[src/dmad_defines.svh]
// Encoding constants for the multiply/ALU instruction decoder.
// Assumes the core hands over a 16-bit word in this private encoding.
`ifndef DMAD_DEFINES_SVH
`define DMAD_DEFINES_SVH

// Common fields
`define DMAD_F_OP     15:11
`define DMAD_F_FORM   10:8
`define DMAD_F_CC     7:4
// Multiply fields
`define DMAD_F_S1IND  10
`define DMAD_F_BSW    9:8
`define DMAD_F_S1SEL  7:5
`define DMAD_F_S1BK   5
`define DMAD_F_S2N    4:3
`define DMAD_F_S2BK   2
`define DMAD_F_LOOP   1:0

// Opcodes
`define DMAD_OP_NOP   5'h00
`define DMAD_OP_MLD   5'h01
`define DMAD_OP_MULTIPLY_ACCUMULATE_ADD_OP  5'h02
`define DMAD_OP_MULTIPLY_ACCUMULATE_SUB_OP  5'h03
`define DMAD_OP_NEG   5'h04
`define DMAD_OP_OR    5'h05
`define DMAD_OP_XOR   5'h06
`define DMAD_OP_SUB   5'h07
`define DMAD_OP_PUSH  5'h08
`define DMAD_OP_POP   5'h09
`define DMAD_OP_RET   5'h0a
`define DMAD_OP_RL    5'h0b
`define DMAD_OP_RR    5'h0c
`define DMAD_OP_SLL   5'h0d
`define DMAD_OP_SRA   5'h0e
`define DMAD_OP_SCF   5'h0f
`define DMAD_OP_SET_IRQ_ENABLE_OP  5'h10
`define DMAD_OP_SET_USER_OUTPUT_FLAG_OP  5'h11

// Source forms
`define DMAD_FM_LIMM  3'h2
`define DMAD_FM_MEMI  3'h3
`define DMAD_PU_LIMM  3'h4
`define DMAD_PU_ACCI  3'h5
`define DMAD_PU_MEMI  3'h6

// Bank switch, loop modifier, hardware register codes
`define DMAD_BSW_DFLT 2'h0
`define DMAD_BSW_RSV  2'h1
`define DMAD_BSW_OFF  2'h2
`define DMAD_BSW_ON   2'h3
`define DMAD_LP_DEC   2'h1
`define DMAD_LP_INC   2'h2
`define DMAD_LP_RSV   2'h3
`define DMAD_HW_X     3'h0

// Condition codes
`define DMAD_CC_T     4'h0
`define DMAD_CC_C     4'h1
`define DMAD_CC_NC    4'h2
`define DMAD_CC_Z     4'h3
`define DMAD_CC_NZ    4'h4
`define DMAD_CC_MI    4'h5
`define DMAD_CC_PL    4'h6
`define DMAD_CC_IE    4'h7
`define DMAD_CC_NIE   4'h8
`define DMAD_CC_U1    4'h9
`define DMAD_CC_NU1   4'ha

// Words and cycles
`define DMAD_W1       2'h1
`define DMAD_W2       2'h2
`define DMAD_C1       2'h1
`define DMAD_C2       2'h2
`define DMAD_C3       2'h3
`define DMAD_CNT0     2'h0

// Stack and reset values
`define DMAD_STK_D    4
`define DMAD_SP_FULL  3'h4
`define DMAD_SP_0     3'h0
`define DMAD_SP_1     3'h1
`define DMAD_W16_0    16'h0000
`endif

[src/dmad_pkg.sv]
// Types shared by the decoder core and its helpers.
// Holds no constants; encodings live in the defines header.
package dmad_pkg;
   typedef struct packed {
      logic c;
      logic z;
      logic n;
      logic ie;
      logic op;
   } dmad_flags_s;

   typedef struct packed {
      logic        valid;
      logic [15:0] word;
      logic [15:0] imm;
   } dmad_instr_s;

   typedef struct packed {
      logic [15:0] src1;
      logic [15:0] src2;
   } dmad_opnd_s;

   typedef struct packed {
      logic [15:0] acc;
      logic [31:0] prod;
      dmad_flags_s flags;
      logic        bank;
      logic [1:0]  words;
      logic [1:0]  cycles;
      logic        illegal;
      logic        done;
   } dmad_res_s;

   typedef struct packed {
      logic       stb;
      logic       dec;
      logic [1:0] n;
      logic       bank;
   } dmad_ptr_s;
endpackage

[src/dmad_cond.sv]
// Condition code evaluator against the current status flags.
// Purely combinational; unknown codes (including false) never hold.
`timescale 1ns/10ps
`include "dmad_defines.svh"
module dmad_cond import dmad_pkg::*; (
   input  wire logic [3:0]  cc_in,
   input  wire dmad_flags_s flags_in,
   output logic             ok_out
);
   // One term per code
   always_comb begin
      unique case (cc_in)
         `DMAD_CC_T:   ok_out = 1'b1;
         `DMAD_CC_C:   ok_out = flags_in.c;
         `DMAD_CC_NC:  ok_out = !flags_in.c;
         `DMAD_CC_Z:   ok_out = flags_in.z;
         `DMAD_CC_NZ:  ok_out = !flags_in.z;
         `DMAD_CC_MI:  ok_out = flags_in.n;
         `DMAD_CC_PL:  ok_out = !flags_in.n;
         `DMAD_CC_IE:  ok_out = flags_in.ie;
         `DMAD_CC_NIE: ok_out = !flags_in.ie;
         `DMAD_CC_U1:  ok_out = flags_in.op;
         `DMAD_CC_NU1: ok_out = !flags_in.op;
         default:      ok_out = 1'b0;
      endcase
   end
endmodule

[src/dmad_mulchk.sv]
// Operand checks for the three multiply instructions.
// Combinational; the core gates the result with its own take strobe.
`timescale 1ns/10ps
`include "dmad_defines.svh"
module dmad_mulchk (
   input  wire logic [15:0] word_in,
   input  wire logic        mul_in,
   output logic             bad_out,
   output logic             bsw_on_out
);
   logic ind;
   logic [1:0] bsw;

   assign ind = word_in[`DMAD_F_S1IND];
   assign bsw = word_in[`DMAD_F_BSW];

   // Bank 1 for indirect src1, bank 0 for src2, no X as src1
   assign bad_out = mul_in &
      ((ind & !word_in[`DMAD_F_S1BK]) |
       (!ind & (word_in[`DMAD_F_S1SEL] == `DMAD_HW_X)) |
       word_in[`DMAD_F_S2BK] |
       (bsw == `DMAD_BSW_RSV) |
       (word_in[`DMAD_F_LOOP] == `DMAD_LP_RSV));

   // Omitted switch follows the operand form
   assign bsw_on_out = (bsw == `DMAD_BSW_ON) |
      ((bsw == `DMAD_BSW_DFLT) & ind);
endmodule

[src/dmad_core.sv]
// Decode and execute core for multiply, ALU, stack and flag instructions.
// Assumes the core fetches the second word into imm and supplies operands.
`timescale 1ns/10ps
`include "dmad_defines.svh"
module dmad_core import dmad_pkg::*; (
   input  wire logic        clk_sys_in,
   input  wire logic        nrst_in,
   input  wire dmad_instr_s instr_in,
   input  wire dmad_opnd_s  opnd_in,
   output logic             ready_out,
   output dmad_res_s        res_out,
   output dmad_ptr_s        ptr_out,
   output logic             pc_load_out,
   output logic [15:0]      pc_out,
   output logic [15:0]      pop_data_out,
   output logic             pop_stb_out
);
   dmad_res_s   res_q, res_d;
   dmad_ptr_s   ptr_q, ptr_d;
   logic        ready_q, ready_d;
   logic [1:0]  cnt_q, cnt_d;
   logic        pc_ld_q, pc_ld_d;
   logic [15:0] pc_q, pc_d;
   logic [15:0] pop_q, pop_d;
   logic        pop_stb_q, pop_stb_d;
   logic [15:0] stk_q [`DMAD_STK_D];
   logic [15:0] stk_d [`DMAD_STK_D];
   logic [2:0]  sp_q, sp_d;

   logic [15:0] w;
   logic [4:0]  op;
   logic [2:0]  form;
   logic        take;
   logic        is_mul;
   logic        is_alu;
   logic        cc_op;
   logic [3:0]  cc_eff;
   logic        cond_ok;
   logic        mul_bad;
   logic        bsw_on;
   logic        bad;
   logic        exec;
   logic [1:0]  words;
   logic [1:0]  cyc;
   logic [31:0] prod_w;
   logic [16:0] diff_w;
   logic [1:0]  top;

   assign w      = instr_in.word;
   assign op     = w[`DMAD_F_OP];
   assign form   = w[`DMAD_F_FORM];
   assign take   = instr_in.valid & ready_q;
   assign is_mul = (op == `DMAD_OP_MLD) | (op == `DMAD_OP_MULTIPLY_ACCUMULATE_ADD_OP) |
                   (op == `DMAD_OP_MULTIPLY_ACCUMULATE_SUB_OP);
   assign is_alu = (op == `DMAD_OP_OR) | (op == `DMAD_OP_XOR) |
                   (op == `DMAD_OP_SUB);
   assign cc_op  = (op == `DMAD_OP_NEG) | (op == `DMAD_OP_RL) |
                   (op == `DMAD_OP_RR) | (op == `DMAD_OP_SLL) |
                   (op == `DMAD_OP_SRA);
   // Only negate, rotate and shift ops honour the cc field; others always run
   assign cc_eff = cc_op ? w[`DMAD_F_CC] : `DMAD_CC_T;
   assign top    = 2'(sp_q - `DMAD_SP_1);
   assign prod_w = 32'($signed(opnd_in.src1)) *
                   32'($signed(opnd_in.src2));
   assign diff_w = {1'b0, res_q.acc} - {1'b0, opnd_in.src1};

   dmad_cond u_cond (
      .cc_in    (cc_eff),
      .flags_in (res_q.flags),
      .ok_out   (cond_ok)
   );

   dmad_mulchk u_mulchk (
      .word_in    (w),
      .mul_in     (is_mul),
      .bad_out    (mul_bad),
      .bsw_on_out (bsw_on)
   );

   // Illegal words never touch state; stack faults count as illegal
   always_comb begin
      bad = mul_bad;
      if (op > `DMAD_OP_SET_USER_OUTPUT_FLAG_OP) begin
         bad = 1'b1;
      end
      if ((op == `DMAD_OP_PUSH) && (sp_q == `DMAD_SP_FULL)) begin
         bad = 1'b1;
      end
      if (((op == `DMAD_OP_POP) || (op == `DMAD_OP_RET)) &&
          (sp_q == `DMAD_SP_0)) begin
         bad = 1'b1;
      end
   end

   assign exec = take & !bad & cond_ok;

   // Word and cycle cost per opcode and source form
   always_comb begin
      words = `DMAD_W1;
      cyc   = `DMAD_C1;
      if (is_alu && (form == `DMAD_FM_LIMM)) begin
         words = `DMAD_W2;
         cyc   = `DMAD_C2;
      end
      if (is_alu && (form == `DMAD_FM_MEMI)) begin
         cyc = `DMAD_C3;
      end
      if ((op == `DMAD_OP_PUSH) && (form == `DMAD_PU_LIMM)) begin
         words = `DMAD_W2;
         cyc   = `DMAD_C2;
      end
      if ((op == `DMAD_OP_PUSH) && ((form == `DMAD_PU_ACCI) ||
          (form == `DMAD_PU_MEMI))) begin
         cyc = `DMAD_C3;
      end
      if (op == `DMAD_OP_RET) begin
         cyc = `DMAD_C2;
      end
   end

   // Next state: execution happens on the take edge, the counter only
   // holds off the next word, so results appear one edge after take
   always_comb begin
      res_d     = res_q;
      res_d.done = 1'b0;
      ptr_d     = '0;
      ready_d   = ready_q;
      cnt_d     = cnt_q;
      pc_ld_d   = 1'b0;
      pc_d      = pc_q;
      pop_d     = pop_q;
      pop_stb_d = 1'b0;
      stk_d     = stk_q;
      sp_d      = sp_q;
      if (take) begin
         res_d.words   = words;
         res_d.cycles  = cyc;
         res_d.illegal = bad;
         cnt_d   = 2'(cyc - `DMAD_C1);
         ready_d = (cyc == `DMAD_C1);
         res_d.done = (cyc == `DMAD_C1);
      end else if (cnt_q != `DMAD_CNT0) begin
         cnt_d   = 2'(cnt_q - `DMAD_C1);
         ready_d = (cnt_q == `DMAD_C1);
         res_d.done = (cnt_q == `DMAD_C1);
      end
      if (exec) begin
         unique case (op)
            `DMAD_OP_MLD, `DMAD_OP_MULTIPLY_ACCUMULATE_ADD_OP, `DMAD_OP_MULTIPLY_ACCUMULATE_SUB_OP: begin
               if (op == `DMAD_OP_MULTIPLY_ACCUMULATE_ADD_OP) begin
                  res_d.acc = res_q.acc + res_q.prod[31:16];
               end else if (op == `DMAD_OP_MULTIPLY_ACCUMULATE_SUB_OP) begin
                  res_d.acc = res_q.acc - res_q.prod[31:16];
               end
               res_d.prod = prod_w;
               if (bsw_on) begin
                  res_d.bank = !res_q.bank;
               end
               // Pointer post-adjust on the second source
               ptr_d.stb  = (w[`DMAD_F_LOOP] != 2'h0);
               ptr_d.dec  = (w[`DMAD_F_LOOP] == `DMAD_LP_DEC);
               ptr_d.n    = w[`DMAD_F_S2N];
               ptr_d.bank = w[`DMAD_F_S2BK];
            end
            `DMAD_OP_NEG: begin
               res_d.acc = 16'(-res_q.acc);
            end
            `DMAD_OP_OR: begin
               res_d.acc = res_q.acc | opnd_in.src1;
            end
            `DMAD_OP_XOR: begin
               res_d.acc = res_q.acc ^ opnd_in.src1;
            end
            `DMAD_OP_SUB: begin
               res_d.acc     = diff_w[15:0];
               res_d.flags.c = diff_w[16];
            end
            `DMAD_OP_PUSH: begin
               stk_d[sp_q[1:0]] = (form == `DMAD_PU_LIMM) ?
                                  instr_in.imm : opnd_in.src1;
               sp_d = sp_q + `DMAD_SP_1;
            end
            `DMAD_OP_POP: begin
               pop_d     = stk_q[top];
               pop_stb_d = 1'b1;
               sp_d      = sp_q - `DMAD_SP_1;
            end
            `DMAD_OP_RET: begin
               pc_d    = stk_q[top];
               pc_ld_d = 1'b1;
               sp_d    = sp_q - `DMAD_SP_1;
            end
            `DMAD_OP_RL: begin
               res_d.acc = {res_q.acc[14:0], res_q.acc[15]};
               res_d.flags.c = res_q.acc[15];
            end
            `DMAD_OP_RR: begin
               res_d.acc = {res_q.acc[0], res_q.acc[15:1]};
               res_d.flags.c = res_q.acc[0];
            end
            `DMAD_OP_SLL: begin
               res_d.acc = {res_q.acc[14:0], 1'b0};
               res_d.flags.c = res_q.acc[15];
            end
            `DMAD_OP_SRA: begin
               res_d.acc = {res_q.acc[15], res_q.acc[15:1]};
               res_d.flags.c = res_q.acc[0];
            end
            `DMAD_OP_SCF: begin
               res_d.flags.c = 1'b1;
            end
            `DMAD_OP_SET_IRQ_ENABLE_OP: begin
               res_d.flags.ie = 1'b1;
            end
            `DMAD_OP_SET_USER_OUTPUT_FLAG_OP: begin
               res_d.flags.op = 1'b1;
            end
            default: begin
            end
         endcase
         res_d.flags.z = (res_d.acc == `DMAD_W16_0);
         res_d.flags.n = res_d.acc[15];
      end
   end

   // Registers; the stack array has no reset, sp marks what is valid
   always_ff @(posedge clk_sys_in) begin
      if (!nrst_in) begin
         res_q     <= '0;
         ptr_q     <= '0;
         ready_q   <= 1'b1;
         cnt_q     <= `DMAD_CNT0;
         pc_ld_q   <= 1'b0;
         pc_q      <= `DMAD_W16_0;
         pop_q     <= `DMAD_W16_0;
         pop_stb_q <= 1'b0;
         sp_q      <= `DMAD_SP_0;
      end else begin
         res_q     <= res_d;
         ptr_q     <= ptr_d;
         ready_q   <= ready_d;
         cnt_q     <= cnt_d;
         pc_ld_q   <= pc_ld_d;
         pc_q      <= pc_d;
         pop_q     <= pop_d;
         pop_stb_q <= pop_stb_d;
         sp_q      <= sp_d;
      end
      stk_q <= stk_d;
   end

   assign ready_out    = ready_q;
   assign res_out      = res_q;
   assign ptr_out      = ptr_q;
   assign pc_load_out  = pc_ld_q;
   assign pc_out       = pc_q;
   assign pop_data_out = pop_q;
   assign pop_stb_out  = pop_stb_q;
endmodule

[config.mk]
export PLATFORM = sky130hd
export DESIGN_NAME = dmad_core
export DESIGN_NICKNAME = d
export VERILOG_FILES = /design/src/dmad_pkg.sv /design/src/dmad_cond.sv /design/src/dmad_mulchk.sv /design/src/dmad_core.sv
export VERILOG_INCLUDE_DIRS = /design/src
export SDC_FILE = /design/constraint.sdc
export NUM_CORES = 1
export LEC_CHECK = 0
export ABC_AREA = 0
export BUFFER_PORTS_ARGS = -buffer_cell sky130_fd_sc_hd__buf_2
export CELL_PAD_IN_SITES_DETAIL_PLACEMENT = 1
export CELL_PAD_IN_SITES_GLOBAL_PLACEMENT = 1
export CORE_MARGIN = 2
export CORE_UTILIZATION = 45
export CTS_CLUSTER_SIZE = 16
export DETAILED_ROUTE_END_ITERATION = 8
export PLACE_DENSITY_LB_ADDON = 0.3
export SLEW_MARGIN = 20
export SYNTH_ARGS = -nofsm -noshare
export SYNTH_HDL_FRONTEND = slang
export SYNTH_HIERARCHICAL = 1
export SYNTH_SLANG_ARGS = --single-unit
[constraint.sdc]
create_clock -name clk_sys_in -period 7.4 [get_ports clk_sys_in]
set_input_delay 0.74 -clock clk_sys_in [delete_from_list [all_inputs] [get_ports clk_sys_in]]
set_output_delay 0.74 -clock clk_sys_in [all_outputs]
set_load 0.05 [all_outputs]
Yosys cells after proc, flatten, opt, wreduce, memory -nomap -nowiden --
Index checks and enable logic that the tools add are counted.
Word-level totals: bits in registers 169, output and inout bits 100
Cells by class: bitwise gates (word level) 24, magnitude comparators 4, reduce and logical (&&, ||, !) cells 43, eq/ne operators 39, $mul 1, add/subtract/negate cells 8, mux-type cells 32
Operators by type and width (number):
- one-hot mux 16 bit (9 select lines) | 1
- 2-to-1 mux 16 bit | 7
- bitwise mux 64 bit | 1
- equality test 5 x 4 -> 1 bit, second input constant | 8
- binary-select mux 16 bit (select 2 bit) | 1
- demux 16 bit (select 2 bit) | 1
- multiplier 16 x 16 -> 32 bit | 1
- equality test 5 x 3 -> 1 bit, second input constant | 4
- AND reduction 2 bit | 9
- subtractor 16 x 16 -> 17 bit | 1
- adder 16 bit | 1
- equality test 4 x 3 -> 1 bit, second input constant | 4
- logical NOT 16 bit | 1
- 2-to-1 mux 2 bit | 8
- negator 16 bit | 1
- OR 16 bit | 1
- subtractor 16 bit | 1
- XOR 16 bit | 1
- OR 1 bit | 13
- equality test 3 bit, second input constant | 4
- equality test 4 bit, second input constant | 3
- one-hot mux 1 bit (11 select lines) | 1
- equality test 5 x 2 -> 1 bit, second input constant | 2
- equality test 5 bit, second input constant | 2
- other kinds (29) | 74

Depth between registers and ports, before layout --
depth in word-level cells 15, mapped depth 25

Hierarchy --
The synthesis kept the hierarchy.
By module, submodules not included:
- dmad_core | times used 1, area each 20328.2 um^2, seq. area each 4003.8 um^2, cells each 2306
- dmad_cond | times used 1, area each 107.6 um^2, seq. area each 0.0 um^2, cells each 15
- dmad_mulchk | times used 1, area each 52.6 um^2, seq. area each 0.0 um^2, cells each 9

Worst setup path before layout --
OpenSTA, ideal clock, no wires.
kind input to register, start point input opnd_in[27] in the netlist's numbering, end point register res_q (netlist bit res_out[43]), slack 0.997 ns, stages on the path 22, data arrival time 6.271 ns, data required time 7.268 ns, path through clkbuf_1 > nand2_1 > fa_1 > fa_1 > fa_1 > inv_1 > fa_1 > fa_1 > inv_1 > fa_1 > inv_1 > ha_1 > a21o_1 > a21oi_1 > nor2_1 > a311oi_1 > o31ai_1 > a21oi_1 > o2111ai_1 > a31oi_1 > mux2i_1 > nor3_1
Between the ends: cells in the longest elaborated chain, start to end 1
Ends and longest elaborated chain:
- from (decl) | line dmad_core.sv:9 | input wire dmad_opnd_s opnd_in,
- multiplier 16 x 16 -> 32 bit | line dmad_core.sv:63 | assign prod_w = 32'($signed(opnd_in.src1)) *
- to (signal assigned) | line dmad_core.sv:239 | res_q <= res_d;
- to (decl) | line dmad_core.sv:18 | dmad_res_s res_q, res_d;
No other way between the ends. A chain may end at the register's enable or synchronous reset.

Worst setup path after layout --
start point input opnd_in[23] in the netlist's numbering, end point register res_q (netlist bit res_out[43])
The elaborated chain is that of the path after synthesis.

==> results.sh <==
export IMPL_outcome="complete, no violations"
export IMPL_max_cap_violations=0
export IMPL_reg2regPathDepth=14
export IMPL_cts_buffers_inserted=17
export IMPL_antenna_found_initial=4
export IMPL_clk_insertion_delay_late_ns=0.46
export IMPL_design_core_area_um2=45200
export IMPL_synth_commonest_cells="sky130_fd_sc_hd__inv_1, sky130_fd_sc_hd__nand2_1, sky130_fd_sc_hd__fa_1, sky130_fd_sc_hd__ha_1, sky130_fd_sc_hd__and2_1"
export IMPL_setup_violations=0
export IMPL_rsz0062_at_grt="false"
export IMPL_yosys_area_top_type_share_pct=25.9
export IMPL_worst_slew_pin_transition_ns=1.17
export IMPL_cts_num_sinks=168
export IMPL_finish_cell_count_without_fillers=3037
export IMPL_wl_per_cell_um=22.0
export IMPL_async_flop_share_pct=0
export IMPL_endpoint_kind="register"
export IMPL_timing_critical_path_required_ns=7.72
export IMPL_cts_hold_buffers=0
export IMPL_antennaDiodeCount=0
export IMPL_synth_enable_flop_cells=64
export IMPL_worst_hold_path_type="reg -> reg"
export IMPL_power_leakage_nw=10.1
export IMPL_final_net_count=2909
export IMPL_share_of_the_yosys_chip_area_belonging_to_registers_pct=19.5
export IMPL_cts_htree_levels=4
export IMPL_synth_adder_area_share_pct=35.2
export IMPL_hold_ws_ns=0.451
export IMPL_clock_skew_ns=0.0157
export IMPL_crit_path_start="opnd_in[23]"
export IMPL_fp_dieW_um=217
export IMPL_post_route_util_pct=49.6
export IMPL_placementRows=78
export IMPL_count_of_distinct_cell_types_in_the_synthesized_netlist=91
export IMPL_yosys_cell_count_top_type="sky130_fd_sc_hd__inv_1"
export IMPL_synthCells=2330
export IMPL_min_period_over_period_pct=93.3
export IMPL_final_layout_size_suffix_gt1_share_pct=11.0
export IMPL_grt_pass1_wl_um=106000
export IMPL_wl_met3_um=3540
export IMPL_highest_layer="met5"
export IMPL_power_density_cell_area_nw_per_um2=472
export IMPL_globalplace_congestion=0.877
export IMPL_drt_iter0_drc=1087
export IMPL_area_growth_syn_to_layout_pct=9.38
export IMPL_synth_simple_gate_area_share_pct=18.4
export IMPL_slew_headroom_pct=21.5
export IMPL_synth_compound_gate_area_share_pct=13.2
export IMPL_route_detailed_vias_per_inst=5.76
export IMPL_grt_util_all_layers_pct=29.0
export IMPL_critical_path_cell_chain="buf_2, nand2_1, fa_1, inv_1, fa_1, inv_1, fa_1, inv_1, fa_1, fa_1, inv_1, fa_1, inv_1, ha_1, inv_1, nor2_1, a311oi_1, o31ai_1, buf_4, a21oi_1, o2111ai_1, a31oi_1, mux2i_1, nor3_1"
export IMPL_ys_top_cells_by_area="sky130_fd_sc_hd__fa_1, sky130_fd_sc_hd__dfxtp_1, sky130_fd_sc_hd__edfxtp_1"
export IMPL_tns_ns=0
export IMPL_fmax_ghz=0.145
export IMPL_clk_root_buffer_cell="sky130_fd_sc_hd__clkbuf_16"
export IMPL_hold_path_cell_count=2
export IMPL_highest_cell_delay_on_the_worst_timing_path_ns=0.72
export IMPL_die_y_um=217
export IMPL_ys_ff_latch=168
export IMPL_postCtsSetupRepairBufs=0
export IMPL_met2WireLength_um=33300
export IMPL_pre_repair_dr_iteration_count=7
export IMPL_cp_max_fo=17
export IMPL_syn_area_cell_um2=8.79
export IMPL_via_count_of_the_first_global_routing_pass=18900
export IMPL_antenna_left=0
export IMPL_remaining_drc_errors=0
export IMPL_number_of_buffer_cells_added_on_primary_ports=166
export IMPL_syn_area_um2=20500
export IMPL_cts_path_max_buffers=2
export IMPL_route_layer_met1_wl_um=28100
export IMPL_grt_ovfl_total=0
export IMPL_muxShareOfSynthArea_pct=2.06
export IMPL_ys_dominant_reg_cell="sky130_fd_sc_hd__dfxtp_1"
export IMPL_worstPathArrival_ns=7.22
export IMPL_floorplan_die_area_um2=47300
export IMPL_hold_path_startpoint="pc_out[9]"
export IMPL_vdd_ir_drop_worst_uv=536
export IMPL_crit_path_start_kind="input pin"
export IMPL_report_final_slew_viol_count=0
export IMPL_pin_count_of_the_biggest_net_entering_global_routing=56
export IMPL_floorplan_initialDensity_pct=45.3
export IMPL_reg2reg_from="res_out[44]"
export IMPL_cts_clk_slew_worst_paths_ns=0.08
export IMPL_hold_viol_final=0
export IMPL_crit_type="in -> reg"
export IMPL_synth_net_count=2815
export IMPL_half_perimeter_wire_length_after_placement_um=53100
export IMPL_synth_top_family_by_area="adder cells"
export IMPL_place_detailed_instances=3005
export IMPL_boundaryPins=167
export IMPL_yosysTopAreaCell="sky130_fd_sc_hd__fa_1"
export IMPL_cpMaxStageDelayCell="sky130_fd_sc_hd__a311oi_1"
export IMPL_via_count=17500
export IMPL_tritoncts="done"
export IMPL_yosys_warnings=6
export IMPL_min_period_ns=6.91
export IMPL_finalWirelength_um=66800
export IMPL_yosys_area_share_xor_xnor_pct=2.69
export IMPL_cts_resized=0
[worst max-delay path, delay by kind of cell]
| family | cells | cell delay, ns |
|---|---|---|
| adder cells (fa/ha/maj) | 7 | 3.50 |
| multiplexers | 1 | 0.21 |
| AND/OR/NAND/NOR | 3 | 0.25 |
| AO/OA/AOI/OAI | 5 | 1.57 |
| buffers and inverters | 8 | 0.94 |
[layout by cell type (no fill, tap or decap), types with 12 or more instances in the layout]
| master | count |
|---|---|
| sky130_fd_sc_hd__a21oi_1 | 130 |
| sky130_fd_sc_hd__xor2_1 | 17 |
| sky130_fd_sc_hd__xnor2_1 | 46 |
| sky130_fd_sc_hd__ha_1 | 153 |
| sky130_fd_sc_hd__and3_1 | 20 |
| sky130_fd_sc_hd__a22oi_1 | 14 |
| sky130_fd_sc_hd__or3_1 | 14 |
| sky130_fd_sc_hd__mux4_2 | 16 |
| sky130_fd_sc_hd__edfxtp_1 | 64 |
| sky130_fd_sc_hd__a221oi_1 | 12 |
| sky130_fd_sc_hd__nor3_1 | 39 |
| sky130_fd_sc_hd__nand2b_1 | 12 |
| sky130_fd_sc_hd__nor2_1 | 112 |
| sky130_fd_sc_hd__buf_4 | 22 |
| sky130_fd_sc_hd__fa_1 | 265 |
| sky130_fd_sc_hd__clkbuf_16 | 18 |
| sky130_fd_sc_hd__dfxtp_1 | 104 |
| sky130_fd_sc_hd__nand3_1 | 21 |
| sky130_fd_sc_hd__nand2_1 | 323 |
| sky130_fd_sc_hd__buf_2 | 166 |
| sky130_fd_sc_hd__a211oi_1 | 28 |
| sky130_fd_sc_hd__o211ai_1 | 19 |
| sky130_fd_sc_hd__a21o_1 | 24 |
| sky130_fd_sc_hd__o21ai_0 | 69 |
| sky130_fd_sc_hd__and2_1 | 131 |
| sky130_fd_sc_hd__inv_1 | 360 |
| sky130_fd_sc_hd__nor2b_1 | 30 |
| sky130_fd_sc_hd__o21bai_1 | 15 |
[per-layer routing]
layer  GRT usage [%]  vias to the layer above
met2            50.7                      530
met1            37.2                     9005
li1                -                     7821
met4            9.02                        2
met3            3.96                      130
met5               0                        -
[registers in the layout, indices dropped and copies added, names as in the netlist]
signal,count
stk_q,64
res_out,59
pc_out,16
pop_data_out,16
ptr_out,5
sp_q,3
cnt_q,2
pc_load_out,1
pop_stb_out,1
ready_out,1
[path summary, 6_finish.rpt]
check	slack [ns]	end
setup / recovery	0.49	res_out[43]
hold / removal	0.45	pc_out[9]
setup reg to reg	3.07	res_out[10]
hold reg to reg	0.45	pc_out[9]
[layout make-up]
| type | count | area [um2] |
|---|---|---|
| clock buffers | 18 | 450 |
| clock inverters | 14 | 156 |
| fillers | 5347 | 22800 |
| inverters | 363 | 1360 |
| multi-input cells | 1686 | 14700 |
| flip-flops and latches | 168 | 4000 |
| well taps | 600 | 751 |
| repair buffers | 188 | 996 |
[through the flow]
stage          setup WS [ns]  power [W]  instance area, um2
2_1_floorplan          0.997    0.00746               20500
3_3_place_gp           0.308    0.00916               21800
3_5_place_dp           0.106    0.00966               21800
4_1_cts                0.569     0.0106               22400
5_1_grt                0.216     0.0117               22400
6_report               0.493     0.0106               22400
[power by group]
| part | switching (W) | internal (W) |
|---|---|---|
| Sequential | 0.0000782 | 0.00100 |
| Clock | 0.000448 | 0.000470 |
| Combinational | 0.00503 | 0.00356 |
[logic make-up after synthesis]
group / after synthesis
adder cells (fa/ha/maj): 418
XOR/XNOR: 63
flip-flops: 168
AND/OR/NAND/NOR: 774
AO/OA/AOI/OAI: 409
multiplexers: 22
buffers and inverters: 476
Power figures use the tool's default switching activity.
